$ cat src/sar_pkg.sv
package sar_pkg;
    // Result width and straight binary code range.
    localparam int RES_BITS = 16;
    localparam logic [RES_BITS-1:0] RES_ZERO = 16'h0000;

    // System clock period and conversion time window in ns.
    localparam int CLK_PERIOD_NS = 4;
    localparam int T_CONV_MIN_NS = 500;
    localparam int T_CONV_MAX_NS = 1300;

    // The least time rounds up and the longest rounds down to whole cycles.
    localparam int CONV_MIN_CYC = (T_CONV_MIN_NS + CLK_PERIOD_NS - 1) / CLK_PERIOD_NS;
    localparam int CONV_MAX_CYC = T_CONV_MAX_NS / CLK_PERIOD_NS;
    localparam int CONV_CNT_W = 10;

    // Falling serial clock edges in one frame, with and without the busy bit.
    localparam int FRAME_PLAIN = 16;
    localparam int FRAME_BUSY = 17;
    localparam int FALL_CNT_W = 5;

    // Result buffer depth.
    localparam int FIFO_DEPTH = 32;

    // Readout sequencer states.
    typedef enum logic [2:0] {
        ST_IDLE,
        ST_CONV,
        ST_LOAD,
        ST_ACQ,
        ST_SHIFT
    } sar_state_t;
endpackage

$ cat src/sar_fifo_if.sv
`timescale 1ns/1ps
interface sar_fifo_if #(
    parameter int WIDTH = 16
);
    logic [WIDTH-1:0] wData;
    logic wValid;
    logic wReady;
    logic [WIDTH-1:0] rData;
    logic rValid;
    logic rReady;

    modport producer (output wData, output wValid, input wReady,
                      input rData, input rValid, output rReady);
    modport buffer (input wData, input wValid, output wReady,
                    output rData, output rValid, input rReady);
endinterface

$ cat src/sar_fifo.sv
`timescale 1ns/1ps
module sar_fifo
    import sar_pkg::*;
#(
    parameter int WIDTH = 16,
    parameter int DEPTH = 32
) (
    input wire logic clk_sys,
    input wire logic rst,
    sar_fifo_if.buffer fb
);
    localparam int AW = $clog2(DEPTH);

    logic [WIDTH-1:0] mem [DEPTH];
    logic [AW-1:0] wrPtr_q;
    logic [AW-1:0] rdPtr_q;
    logic [AW:0] count_q;
    logic [WIDTH-1:0] head_q;
    logic headValid_q;
    wire doWrite;
    wire memHasData;
    wire doFetch;

    // Full and empty come straight from the occupancy count.
    assign fb.wReady = (count_q != (AW+1)'(DEPTH));
    assign doWrite = fb.wValid && fb.wReady;
    assign memHasData = (count_q != '0);
    assign doFetch = memHasData && (!headValid_q || fb.rReady);
    assign fb.rData = head_q;
    assign fb.rValid = headValid_q;

    // Storage array has no reset so it maps onto plain memory.
    always_ff @(posedge clk_sys) begin
        if (doWrite) begin
            mem[wrPtr_q] <= fb.wData;
        end
    end

    // Pointers, count and a registered head word for the reader.
    always_ff @(posedge clk_sys) begin
        if (rst) begin
            wrPtr_q <= '0;
            rdPtr_q <= '0;
            count_q <= '0;
            head_q <= '0;
            headValid_q <= 1'b0;
        end else begin
            if (doWrite) begin
                wrPtr_q <= wrPtr_q + 1'b1;
            end
            if (doFetch) begin
                rdPtr_q <= rdPtr_q + 1'b1;
                head_q <= mem[rdPtr_q];
            end
            count_q <= count_q + (AW+1)'(doWrite) - (AW+1)'(doFetch);
            if (doFetch) begin
                headValid_q <= 1'b1;
            end else if (fb.rReady) begin
                headValid_q <= 1'b0;
            end
        end
    end
endmodule

$ cat src/sar_readout_top.sv
`timescale 1ns/1ps
// Function
// - Select level at strobe rise picks mode.
// - Optional busy bit precedes result bits.
// - Internal clock times conversion; serial clock reads.
// - Conversion length stays within minimum and maximum.
// - Conversion end: acquire, power down, result ready.
// - Result is unsigned straight binary, 16 bits.
// - Strobe rise floats output, samples, starts conversion.
// - Started conversion ignores later strobe activity.
// - Strobe high at end: no busy bit, float.
// - Strobe fall after conversion drives MSB out.
// - Later bits follow on serial clock falls.
// - No busy: float after 16th fall or rise.
// - Strobe low at end: drive low busy bit.
// - After busy bit, MSB first per fall.
// - Busy: float after 17th fall or rise.
module sar_readout_top
    import sar_pkg::*;
#(
    parameter int DEPTH = FIFO_DEPTH
) (
    input wire logic clk_sys,
    input wire logic rst,
    input wire logic conversion_strobe,
    input wire logic selectIn,
    input wire logic serialClk,
    input wire logic [RES_BITS-1:0] coreResult,
    input wire logic coreReady,
    output logic serialOut,
    output logic serialOutEn_n,
    output logic sampleHold,
    output logic powerDown,
    output logic convBusy,
    output logic chainMode
);
    sar_state_t state_q;
    sar_state_t state_d;

    // Two-flop synchronisers; the first stage feeds no logic.
    logic strbMeta_q;
    logic strbSync_q;
    logic strbLast_q;
    logic selMeta_q;
    logic selSync_q;
    logic sclkMeta_q;
    logic sclkSync_q;
    logic sclkLast_q;

    logic [CONV_CNT_W-1:0] convCnt_q;
    logic [RES_BITS-1:0] shift_q;
    logic [FALL_CNT_W-1:0] fallCnt_q;
    logic busyMode_q;
    logic serialOut_q;
    logic outEnN_q;
    logic sampleHold_q;
    logic powerDown_q;
    logic convBusy_q;
    logic chainMode_q;
    logic pushValid_q;
    logic [RES_BITS-1:0] pushData_q;

    wire strbRise;
    wire strbFall;
    wire sclkFall;
    wire convMinMet;
    wire convMaxHit;
    wire convDone;
    wire startOk;
    wire [FALL_CNT_W-1:0] frameLimit;
    wire lastFall;
    wire loadNow;

    sar_fifo_if #(.WIDTH(RES_BITS)) fifoBus ();

    sar_fifo #(
        .WIDTH(RES_BITS),
        .DEPTH(DEPTH)
    ) u_sar_fifo (
        .clk_sys(clk_sys),
        .rst(rst),
        .fb(fifoBus.buffer)
    );

    // Compares the conversion counter against a cycle figure.
    function automatic logic cntReached(input logic [CONV_CNT_W-1:0] cnt, input int cyc);
        cntReached = (cnt >= CONV_CNT_W'(cyc - 1));
    endfunction

    // Pin inputs cross into the system clock domain here.
    always_ff @(posedge clk_sys) begin
        if (rst) begin
            strbMeta_q <= 1'b0;
            strbSync_q <= 1'b0;
            strbLast_q <= 1'b0;
            selMeta_q <= 1'b0;
            selSync_q <= 1'b0;
            sclkMeta_q <= 1'b0;
            sclkSync_q <= 1'b0;
            sclkLast_q <= 1'b0;
        end else begin
            strbMeta_q <= conversion_strobe;
            strbSync_q <= strbMeta_q;
            strbLast_q <= strbSync_q;
            selMeta_q <= selectIn;
            selSync_q <= selMeta_q;
            sclkMeta_q <= serialClk;
            sclkSync_q <= sclkMeta_q;
            sclkLast_q <= sclkSync_q;
        end
    end

    // Edge detection on the synchronised copies only.
    assign strbRise = strbSync_q && !strbLast_q;
    assign strbFall = !strbSync_q && strbLast_q;
    assign sclkFall = !sclkSync_q && sclkLast_q;

    // The core may finish once the minimum has passed; the maximum forces the end.
    assign convMinMet = cntReached(convCnt_q, CONV_MIN_CYC);
    assign convMaxHit = cntReached(convCnt_q, CONV_MAX_CYC);
    assign convDone = (state_q == ST_CONV) && ((convMinMet && coreReady) || convMaxHit);

    // A new conversion is refused while converting, loading or with a full buffer.
    assign startOk = strbRise && fifoBus.wReady
        && (state_q == ST_IDLE || state_q == ST_ACQ || state_q == ST_SHIFT);
    assign frameLimit = busyMode_q ? FALL_CNT_W'(FRAME_BUSY) : FALL_CNT_W'(FRAME_PLAIN);
    assign lastFall = (fallCnt_q == frameLimit - 1'b1);
    assign loadNow = (state_q == ST_LOAD) && fifoBus.rValid;

    // Finished results pass through the buffer towards the shift register.
    assign fifoBus.wData = pushData_q;
    assign fifoBus.wValid = pushValid_q;
    assign fifoBus.rReady = loadNow;

    // Next-state logic of the readout sequencer.
    always_comb begin
        state_d = state_q;
        case (state_q)
            ST_IDLE: begin
                if (startOk) begin
                    state_d = ST_CONV;
                end
            end
            ST_CONV: begin
                if (convDone) begin
                    state_d = ST_LOAD;
                end
            end
            ST_LOAD: begin
                if (loadNow) begin
                    if (chainMode_q) begin
                        state_d = ST_IDLE;
                    end else if (busyMode_q) begin
                        state_d = ST_SHIFT;
                    end else begin
                        state_d = ST_ACQ;
                    end
                end
            end
            ST_ACQ: begin
                if (startOk) begin
                    state_d = ST_CONV;
                end else if (strbFall) begin
                    state_d = ST_SHIFT;
                end
            end
            ST_SHIFT: begin
                if (startOk) begin
                    state_d = ST_CONV;
                end else if (strbRise || (sclkFall && lastFall)) begin
                    state_d = ST_IDLE;
                end
            end
            default: begin
                state_d = ST_IDLE;
            end
        endcase
    end

    // Sequencer state and conversion timing on the internal clock.
    always_ff @(posedge clk_sys) begin
        if (rst) begin
            state_q <= ST_IDLE;
            convCnt_q <= '0;
        end else begin
            state_q <= state_d;
            if (startOk) begin
                convCnt_q <= '0;
            end else if (state_q == ST_CONV) begin
                convCnt_q <= convCnt_q + 1'b1;
            end
        end
    end

    // Mode capture at the strobe rise and busy choice at conversion end.
    always_ff @(posedge clk_sys) begin
        if (rst) begin
            chainMode_q <= 1'b0;
            busyMode_q <= 1'b0;
        end else begin
            if (startOk) begin
                chainMode_q <= !selSync_q;
            end
            if (convDone) begin
                busyMode_q <= !strbSync_q;
            end
        end
    end

    // The core word is straight binary already and is passed on untouched.
    always_ff @(posedge clk_sys) begin
        if (rst) begin
            pushValid_q <= 1'b0;
            pushData_q <= RES_ZERO;
        end else begin
            pushValid_q <= convDone;
            if (convDone) begin
                pushData_q <= coreResult;
            end
        end
    end

    // Sampling pulse and converter power state; busy has its own flop so the pin is glitch free.
    always_ff @(posedge clk_sys) begin
        if (rst) begin
            sampleHold_q <= 1'b0;
            powerDown_q <= 1'b1;
            convBusy_q <= 1'b0;
        end else begin
            sampleHold_q <= startOk;
            if (startOk) begin
                powerDown_q <= 1'b0;
                convBusy_q <= 1'b1;
            end else if (convDone) begin
                powerDown_q <= 1'b1;
                convBusy_q <= 1'b0;
            end
        end
    end

    // Output shift register; every result bit on the pin leaves from its top.
    always_ff @(posedge clk_sys) begin
        if (rst) begin
            shift_q <= RES_ZERO;
            fallCnt_q <= '0;
        end else if (loadNow) begin
            shift_q <= fifoBus.rData;
            fallCnt_q <= '0;
        end else if (state_q == ST_ACQ && strbFall) begin
            shift_q <= {shift_q[RES_BITS-2:0], 1'b0};
            fallCnt_q <= '0;
        end else if (state_q == ST_SHIFT && sclkFall) begin
            shift_q <= {shift_q[RES_BITS-2:0], 1'b0};
            fallCnt_q <= fallCnt_q + 1'b1;
        end
    end

    // Pin driver. Float on strobe rise has top priority so a new frame can never collide.
    always_ff @(posedge clk_sys) begin
        if (rst) begin
            serialOut_q <= 1'b0;
            outEnN_q <= 1'b1;
        end else if (strbRise) begin
            outEnN_q <= 1'b1;
        end else if (loadNow && !chainMode_q && busyMode_q) begin
            serialOut_q <= 1'b0;
            outEnN_q <= 1'b0;
        end else if (state_q == ST_ACQ && strbFall) begin
            serialOut_q <= shift_q[RES_BITS-1];
            outEnN_q <= 1'b0;
        end else if (state_q == ST_SHIFT && sclkFall) begin
            if (lastFall) begin
                outEnN_q <= 1'b1;
            end else begin
                serialOut_q <= shift_q[RES_BITS-1];
            end
        end
    end

    assign serialOut = serialOut_q;
    assign serialOutEn_n = outEnN_q;
    assign sampleHold = sampleHold_q;
    assign powerDown = powerDown_q;
    assign convBusy = convBusy_q;
    assign chainMode = chainMode_q;
endmodule

$ cat config.mk
export PLATFORM = sky130hd
export DESIGN_NAME = sar_readout_top
export DESIGN_NICKNAME = d
export VERILOG_FILES = /design/src/sar_pkg.sv /design/src/sar_fifo_if.sv /design/src/sar_fifo.sv /design/src/sar_readout_top.sv
export SDC_FILE = /design/constraint.sdc
export NUM_CORES = 1
export LEC_CHECK = 0
export ABC_AREA = 1
export BUFFER_PORTS_ARGS = -buffer_cell sky130_fd_sc_hd__buf_4
export CORE_MARGIN = 2
export CORE_UTILIZATION = 38
export CTS_CLUSTER_DIAMETER = 100
export DETAILED_ROUTE_END_ITERATION = 16
export SYNTH_ARGS = -nofsm -noshare
export SYNTH_HDL_FRONTEND = slang
export SYNTH_SLANG_ARGS = --single-unit
$ cat constraint.sdc
create_clock -name clk_sys -period 6.3 [get_ports clk_sys]
set_input_delay 0.315 -clock clk_sys [delete_from_list [all_inputs] [get_ports clk_sys]]
set_output_delay 0.315 -clock clk_sys [all_outputs]
set_load 0.01 [all_outputs]
# After elaboration in Yosys (flattened, before gate mapping)
# Memory sizes are Yosys's and may differ from the RTL's. A register that Yosys moved wholly into a read port is not among the register bits.
# Cells that the tools add are included.
# totals
ff_bits	83
mem_bits_rw	512
in_bits	22
out_inout_bits	6
wordCells	117
n_memories	1
# classes
n_addsub	7
n_lt_le_gt_ge	2
eq_ne	12
mux	30
n_bitwise	1
reduce_logical	39
# mem_list
memory	depth	word_bits	read_ports	rd_ports_with_merged_regs	write_ports	line	source
u_sar_fifo.mem	32	16	1	1	1	sar_fifo.sv:14	logic [WIDTH-1:0] mem [DEPTH];
# op_table
cell	count
2-to-1 mux 16 bit	3
2-to-1 mux 3 bit	9
2-to-1 mux 1 bit	17
adder 5 x 1 -> 5 bit (second input constant)	3
logical AND 1 bit	15
case mux 3 bit (5 select lines)	1
adder 10 x 1 -> 10 bit (second input constant)	1
>= comparator 10 x 7 -> 1 bit (second input constant)	1
>= comparator 10 x 9 -> 1 bit (second input constant)	1
nonzero test 3 bit	3
adder 6 x 1 -> 6 bit	1
== test 3 x 2 -> 1 bit (second input constant)	2
logical NOT 1 bit	6
!= test 2 bit (second input constant)	3
!= test 6 bit (second input constant)	1
nonzero test 6 bit	1
subtractor 6 x 1 -> 6 bit	1
== test 5 bit	1
logical OR 1 bit	5
AND reduction 5 bit	1
subtractor 5 x 1 -> 5 bit (second input constant)	1
nonzero test 2 bit	2
OR reduction 2 bit	2
== test 3 x 1 -> 1 bit (second input constant)	1
9 further kinds	9

# Logic depth before layout (Yosys ltp)
# Gate-level depths: netlist of the first run.
# logic_depth
depth_word	8
ltp_mapped	16

# By module
# From an unflattened synthesis of the first run, not the netlist that was laid out.
# hier_totals
cells_unflattened	2547
hier_area_um2	25749.7
# modules_own_cells
mod	instances	cells_per_inst	area_each_um2	seq_area_each_um2
sar_fifo	1	2161	22850.7	16035.4
sar_readout_top	1	386	2899.0	1321.3

# Least setup slack after synthesis of the first run
# No wires, ideal clock.
# synth_timing
path_type	reg-to-reg
start	register u_sar_fifo.count_q[2]
end	memory u_sar_fifo.mem[31][0] (enable)
setup_time_ns	0.412
arrival_time_ns	2.121
t_required_ns	5.888
slack_ns	3.767
stages_incl_launch_ff	8
period_less_slack_ns	2.533
path_cell_list	dfxtp_1 inv_1 ha_1 nand3_1 nand2_1 inv_1 nand2_1 nor3_1
# synth_via
elab_chain_len	4
# synth_rtl
item	line	source
start: declaration	sar_fifo.sv:17	logic [AW:0] count_q;
start signal: assignment	sar_fifo.sv:55	count_q <= count_q + (AW+1)'(doWrite) - (AW+1)'(doFetch);
!= test 6 bit	sar_fifo.sv:25	assign fb.wReady = (count_q != (AW+1)'(DEPTH));
logical AND 1 bit	sar_fifo.sv:26	assign doWrite = fb.wValid && fb.wReady;
via u_sar_fifo.doWrite	sar_fifo.sv:20	wire doWrite;
2-to-1 mux 1 bit	sar_fifo.sv:34	if (doWrite) begin
2-to-1 mux 1 bit (not written as such)	sar_fifo.sv:35	mem[wrPtr_q] <= fb.wData;
end: declaration	sar_fifo.sv:14	
# The timed path passes the listed nets, and every way through them passes these cells.

# Worst setup path after layout of the first run
# layout_timing
start	register state_q[0]
end	register u_sar_fifo.count_q[4]
# layout_via
elab_chain_len	5
# layout_rtl
item	line	source
start: declaration	sar_readout_top.sv:37	sar_state_t state_q;
start signal: assignment	sar_readout_top.sv:186	state_q <= state_d;
== test 3 x 2 -> 1 bit	sar_readout_top.sv:128	assign loadNow = (state_q == ST_LOAD) && fifoBus.rValid;
logical AND 1 bit	sar_readout_top.sv:128	
logical OR 1 bit	sar_fifo.sv:28	assign doFetch = memHasData && (!headValid_q || fb.rReady);
logical AND 1 bit	sar_fifo.sv:28	
subtractor 6 x 1 -> 6 bit	sar_fifo.sv:55	
# No other way between the ends.
# A chain may end at the register's enable or synchronous reset.

==> metrics.cfg, run 1 <==
[floorplan]
die_h_um = 264
fp.dieW_um = 264
core_area_um2 = 67000
dieArea_um2 = 69700
io_pins = 28
start_util_pct = 38.3
floorplan.rows = 95

[worst_setup_path]
r2r_setup_slack_ns = 2.96
start_kind = flop
path_max_fanout = 24
path_cells = inv_2 -> nand3_2 -> nand2_1 -> nand2_1 -> inv_2 -> ha_1 -> inv_1 -> ha_1 -> fa_1 -> a31oi_1 -> o21ai_0 -> a21oi_1
crit_arrival_ns = 3.87
critical_path_class = flop to flop
cp_slowest_cell = nand2_1
crit_buf_inv = 3
crit_path_max_incr_delay_ns = 0.66
path_delay_family = adder cells
required_ns = 6.83
critPathCaptureType = flop

[hold_path]
worstHoldPathType = input port to flop

[timing]
fmax_mhz = 300
tightest_slew_ns = 1.01
finalCritPeriodShare_pct = 53.0
relSlewSlack_pct = 32.5
tns_ns = 0
min_period_ns = 3.34
setup_viol = 0
slew_violations = 0
grt_setup_unrepaired = no
clock-skew-final_ns = 0.0193
hold_viol = 0

[power]
comb_power_share_pct = 22.1
clockPowerShare_pct = 35.3
seqPwrFrac_pct = 42.6
intPower_mw = 7.42
peakVddDrop_mv = 0.275
power-per-cell-area_nw_per_um2 = 372
p_leak_nw = 11.6
p_switching_mw = 3.42
total_power_mw = 10.8
swShare_pct = 31.6

[logic_synthesis]
ys_warn_count = 0
synth_common_cells = 784 x nand2_1, 512 x edfxtp_1, 327 x nand3_1, 265 x inv_1, 198 x nor2_1
synth_most_common_cell = nand2_1
ys_top_cells_by_area = edfxtp_1 60%, nand2_1 11%, dfxtp_1 7.7%, nand3_1 6.4%, inv_1 3.9%
synth-seq-cells = 611
synthCells = 2538
synth-async-reset-ratio_pct = 0
synth_edf_count = 512
synthesis.nets = 2578
syn_area_um2 = 25700
yosys.area.top_type = edfxtp_1
synth_seq_area_share_pct = 67.6
synth.avg_cell_area_um2 = 10.1
synth_top_cell_area_share_pct = 59.9
synth_flop_cell = edfxtp_1
ys_types = 39

[drt]
wl_per_cell_um = 19.2
drt_wl_total_um = 67200
vias = 17596
post_drt_via_cell_ratio = 5.02
ant_nets = 0
dr.pass1.iters = 6
drcViolationCount = 0
initialDrtViolationCount = 1642

[job]
cap_viol_max_count = 0

[grt]
antenna_found_initial = 2
grt_pass1_vias = 17022
grt.total_usage_pct = 19.3
grt_max_degree = 146
overflow = 0
grt_pass1_wl_um = 102000

[finish]
final_nets = 2626
drive_above_1_share_pct = 7.79
syn_to_final_growth_pct = 13.6

[clock_tree]
cts_tree = built
ctsRootBufferMaster = clkbuf_16
clkLatencyLatePin_ns = 0.60
postCtsHoldBufs = 19
cts_buffers = 67
postCtsResizedCells = 0
clk_pin_slew_ns = 0.06
post_cts_buffers = 0
cts_buffer_depth = 3
cts_max_level = 3
cts.sinks = 611

[place]
hpwl_um = 39100
place.gp.congestion = 0.818
numPortBuffers = 27

[run_status]
status = finished, final reports clean

[state kept, by name (all words and copies together), names as in the netlist, 3 cells and up]
register,count
u_sar_fifo.mem,512
fifoBus.wData,16
shift_q,16
u_sar_fifo.fb.rData,16
convCnt_q,10
u_sar_fifo.count_q,6
fallCnt_q,5
u_sar_fifo.rdPtr_q,5
u_sar_fifo.wrPtr_q,5
state_q,3
[area by class of cell]
type / count / area [um2]
diodes: 2 / 5.00
well taps: 873 / 1090
inverters: 274 / 1040
repair buffers: 105 / 848
fillers: 6356 / 37900
flip-flops and latches: 611 / 17400
multi-input cells: 1527 / 6670
clock buffers: 100 / 1970
clock inverters: 16 / 181
[cells in the final DEF, fill, tap and decap left out, drive strengths merged]
cell,instances
clkbuf,100
or2,1
ha,17
nand3b,1
and3,1
o22ai,1
inv,272
nor3b,4
bufinv,4
nand3,329
dlygate4sd3,19
diode,2
edfxtp,512
nor2,208
xor2,4
nand2,786
a21oi,76
xnor2,3
nor3,10
buf,86
clkinv,13
nand4,2
clkinvlp,1
o2111ai,1
fa,1
a31oi,17
dfxtp,99
o21ai,65
[cells by family after synthesis]
kind of cell | Yosys count | synth area share, %
flip-flops | 611 | 67.6
XOR/XNOR | 7 | 0.239
adder cells (fa/ha/maj) | 18 | 0.906
AO/OA/AOI/OAI | 160 | 3.25
buffers and inverters | 400 | 6.45
AND/OR/NAND/NOR | 1342 | 21.6
[power groups by stage]
stage	Combinational [mW]	Sequential (mW)	Clock (mW)
finish	2.39	4.62	3.83
global route	2.70	4.63	4.05
floorplan	1.82	4.55	0
detailed placement	2.40	4.70	0
CTS	2.42	4.61	3.89
global placement	2.37	4.70	0
[routing by layer]
metal	global-route usage [%]	up-vias	share of wire (%)
li1	-	8452	-
met1	26.5	8444	43
met2	31.3	589	47
met3	2.92	111	6.8
met4	6.50	0	2.8
met5	0	-	0
[path summary, 6_finish.rpt]
| kind | start | end | cells after the start |
|---|---|---|---|
| max | state_q[0]$_SDFFE_PP0P_ | u_sar_fifo.count_q[4]$_SDFF_PP0_ | 12 |
| min | rst | selSync_q$_SDFF_PP0_ | 2 |
| max reg2reg | state_q[0]$_SDFFE_PP0P_ | u_sar_fifo.count_q[4]$_SDFF_PP0_ | 12 |
| min reg2reg | strbMeta_q$_SDFF_PP0_ | strbSync_q$_SDFF_PP0_ | 2 |
[worst register-to-register path, delay by kind of cell (launching register included)]
kind	cells	cell delay, ns
adders and majority gates	3	1.06
and+or+nand+nor	3	0.85
buffers and inverters	3	0.52
AOI/OAI and AO/OA	3	0.44
DFF	1	0.40
[stage by stage]
| step | area [um2] | cells | hold WS, ns | setup WS (ns) | utilization, % |
|---|---|---|---|---|---|
| floorplan | 25700 | 2538 | 0.388 | 3.77 | - |
| global placement | 26800 | 3371 | 0.390 | 3.02 | 40.0 |
| detailed placement | 26800 | 3371 | 0.398 | 2.98 | 40.0 |
| CTS | 29200 | 3506 | 0.132 | 2.97 | 43.5 |
| global route | 29200 | 3506 | 0.171 | 2.77 | 43.5 |
| finish | 29200 | 3508 | 0.152 | 2.96 | 43.5 |
No activity file was read; power rests on OpenSTA's default activity.
==> inputs of run 2 (changes only) <==
ABC_AREA = 0   (was 1)
clock period = 3.5 ns   (was 6.3 ns; I/O delays follow)
==> metrics.cfg, run 2 <==
[run_status]
status = finished, final reports clean

[worst_setup_path]
crit_path_max_incr_delay_ns = 0.47
path_max_fanout = 10
crit_buf_inv = 1
cp_slowest_cell = dfxtp_1
path_delay_family = compound AO/OA/AOI/OAI gates
critPathCaptureType = flop
required_ns = 3.98
crit_arrival_ns = 3.30
critical_path_class = flop to flop
start_kind = flop
path_cells = or3b_4 -> a21oi_4 -> ha_1 -> inv_1 -> ha_1 -> a21o_1 -> a21oi_1 -> o21bai_1 -> a21oi_1 -> mux2_2

[logic_synthesis]
synth_seq_area_share_pct = 72.1
synth_top_cell_area_share_pct = 63.8
synth_flop_cell = edfxtp_1
synth_most_common_cell = edfxtp_1
synth.avg_cell_area_um2 = 17.0
syn_area_um2 = 24100
yosys.area.top_type = edfxtp_1
synthCells = 1419
synth_edf_count = 512
ys_types = 60
synth_common_cells = 512 x edfxtp_1, 193 x mux2i_1, 110 x nor2_1, 99 x dfxtp_1, 64 x mux4_2
synth-async-reset-ratio_pct = 0
synthesis.nets = 1459
ys_warn_count = 0
ys_top_cells_by_area = edfxtp_1 64%, dfxtp_1 8.2%, mux2i_1 8.0%, mux4_2 6.0%, nor2_1 1.7%
synth-seq-cells = 611

[drt]
initialDrtViolationCount = 1134
post_drt_via_cell_ratio = 5.26
drcViolationCount = 0
vias = 12760
drt_wl_total_um = 54900
wl_per_cell_um = 22.6
ant_nets = 0
dr.pass1.iters = 5

[finish]
final_cells = 2428
final_common_cell = edfxtp_1
largest_register = u_sar_fifo.mem
fillers = 5489
layout_common_cells = 512 x edfxtp_1, 193 x mux2i_1, 109 x nor2_1
diodes = 0
syn_to_final_growth_pct = 16.0
fin_util_pct = 44.5
multi_input_area_um2 = 6260
drive_above_1_share_pct = 18.1
final_nets = 1573
largest_reg_flops = 512
seqCellArea_um2 = 17400

[timing]
fmax_mhz = 355
tns_ns = 0
relSlewSlack_pct = 35.4
setup_viol = 0
tightest_slew_ns = 0.967
worst_slack_ns = 0.680
clock-skew-final_ns = 0.0319
slew_violations = 0
min_period_ns = 2.82
finalCritPeriodShare_pct = 80.6
hold_viol = 0
grt_setup_unrepaired = no

[clock_tree]
clkLatencyLatePin_ns = 0.59
clk_pin_slew_ns = 0.06
cts_tree = built
cts.sinks = 611
postCtsResizedCells = 0
cts_max_level = 3
cts_buffers = 66
post_cts_buffers = 0
postCtsHoldBufs = 39
cts_buffer_depth = 3
ctsRootBufferMaster = clkbuf_16

[place]
dp_cells = 2272
dp_slack_ns = 0.698
hpwl_um = 32500
place.gp.congestion = 0.811
numPortBuffers = 27

[grt]
grt.total_usage_pct = 16.8
antenna_found_initial = 1
overflow = 0
grt_pass1_vias = 12764
grt_max_degree = 56
grt_pass1_wl_um = 81800

[hold_path]
worstHoldPathType = input port to flop

[power]
peakVddDrop_mv = 0.358
power-per-cell-area_nw_per_um2 = 612
p_leak_nw = 7.84
total_power_mw = 17.1

[floorplan]
die_h_um = 256
fp.dieW_um = 256
core_area_um2 = 62900
dieArea_um2 = 65400
start_util_pct = 38.3
floorplan.rows = 92
io_pins = 28

[job]
cap_viol_max_count = 0

-- run 2: changes by cell type after synthesis, moves of 25 or more --
cell and delta:
a211oi_1 +25, a21oi_1 -42, a22oi_1 +49, buf_2 -32, inv_1 -250, mux2i_1 +193, mux4_2 +64, nand2_1 -737
nand3_1 -321, nor2_1 -88, o21ai_0 -58
-- run 2: routing by layer --
| layer | vias to the layer above | GRT usage, % | part of all wire (%) |
|---|---|---|---|
| met1 | 6580 | 22.7 | 44 |
| met4 | 0 | 4.76 | 2.2 |
| met3 | 81 | 2.72 | 4.5 |
| li1 | 5781 | - | - |
| met5 | - | 0 | 0 |
| met2 | 318 | 28.0 | 49 |
-- run 2: final timing paths --
path,startpoint,endpoint,slack [ns],depth (start not counted)
worst max-delay path,state_q[1]$_SDFFE_PP0P_,u_sar_fifo.count_q[5]$_SDFF_PP0_,0.68,10
worst min-delay path,coreReady,powerDown$_SDFFE_PP1P_,0.07,5
worst max register to register,state_q[1]$_SDFFE_PP0P_,u_sar_fifo.count_q[5]$_SDFF_PP0_,0.68,10
worst min register to register,selSync_q$_SDFF_PP0_,chainMode$_SDFFE_PP0P_,0.43,1
-- run 2: worst register-to-register path, delay by kind of cell, from the launching register on --
kind	cells	cell delay [ns]
DFF	1	0.47
adders and majority gates	2	0.49
buffers and inverters	1	0.07
and+or+nand+nor	1	0.44
AOI/OAI and AO/OA	5	0.92
muxes	1	0.34
-- run 2: layout make-up --
class	count	share of cell area [%]
Sequential cell	611	62.2
Multi-Input combinational cell	709	22.4
Clock buffer	85	6.39
Timing Repair Buffer	130	4.07
Tap cell	846	3.79
Clock inverter	32	0.936
Inverter	15	0.202
-- run 2: per-stage QoR --
step / hold slack [ns] / cell area [um2]
6_report: 0.0708 / 27900
3_5_place_dp: 0.393 / 25500
3_3_place_gp: 0.395 / 25500
5_1_grt: 0.0798 / 27900
2_1_floorplan: 0.303 / 24100
4_1_cts: 0.0184 / 27900
-- run 2: power breakdown --
group	switching (mW)	leakage [nW]	internal, mW	total (mW)
sequential	0.265	4.49	7.91	8.17
clock	2.71	1.00	3.90	6.61
combinational	1.21	2.35	1.11	2.32
-- run 2: cells by family after synthesis --
kind of cell,synth area share (%)
flip-flops,72.1
AO/OA/AOI/OAI,5.12
XOR/XNOR,0.873
adder cells (fa/ha/maj),0.966
multiplexers,14.1
AND/OR/NAND/NOR,4.92
buffers and inverters,1.95
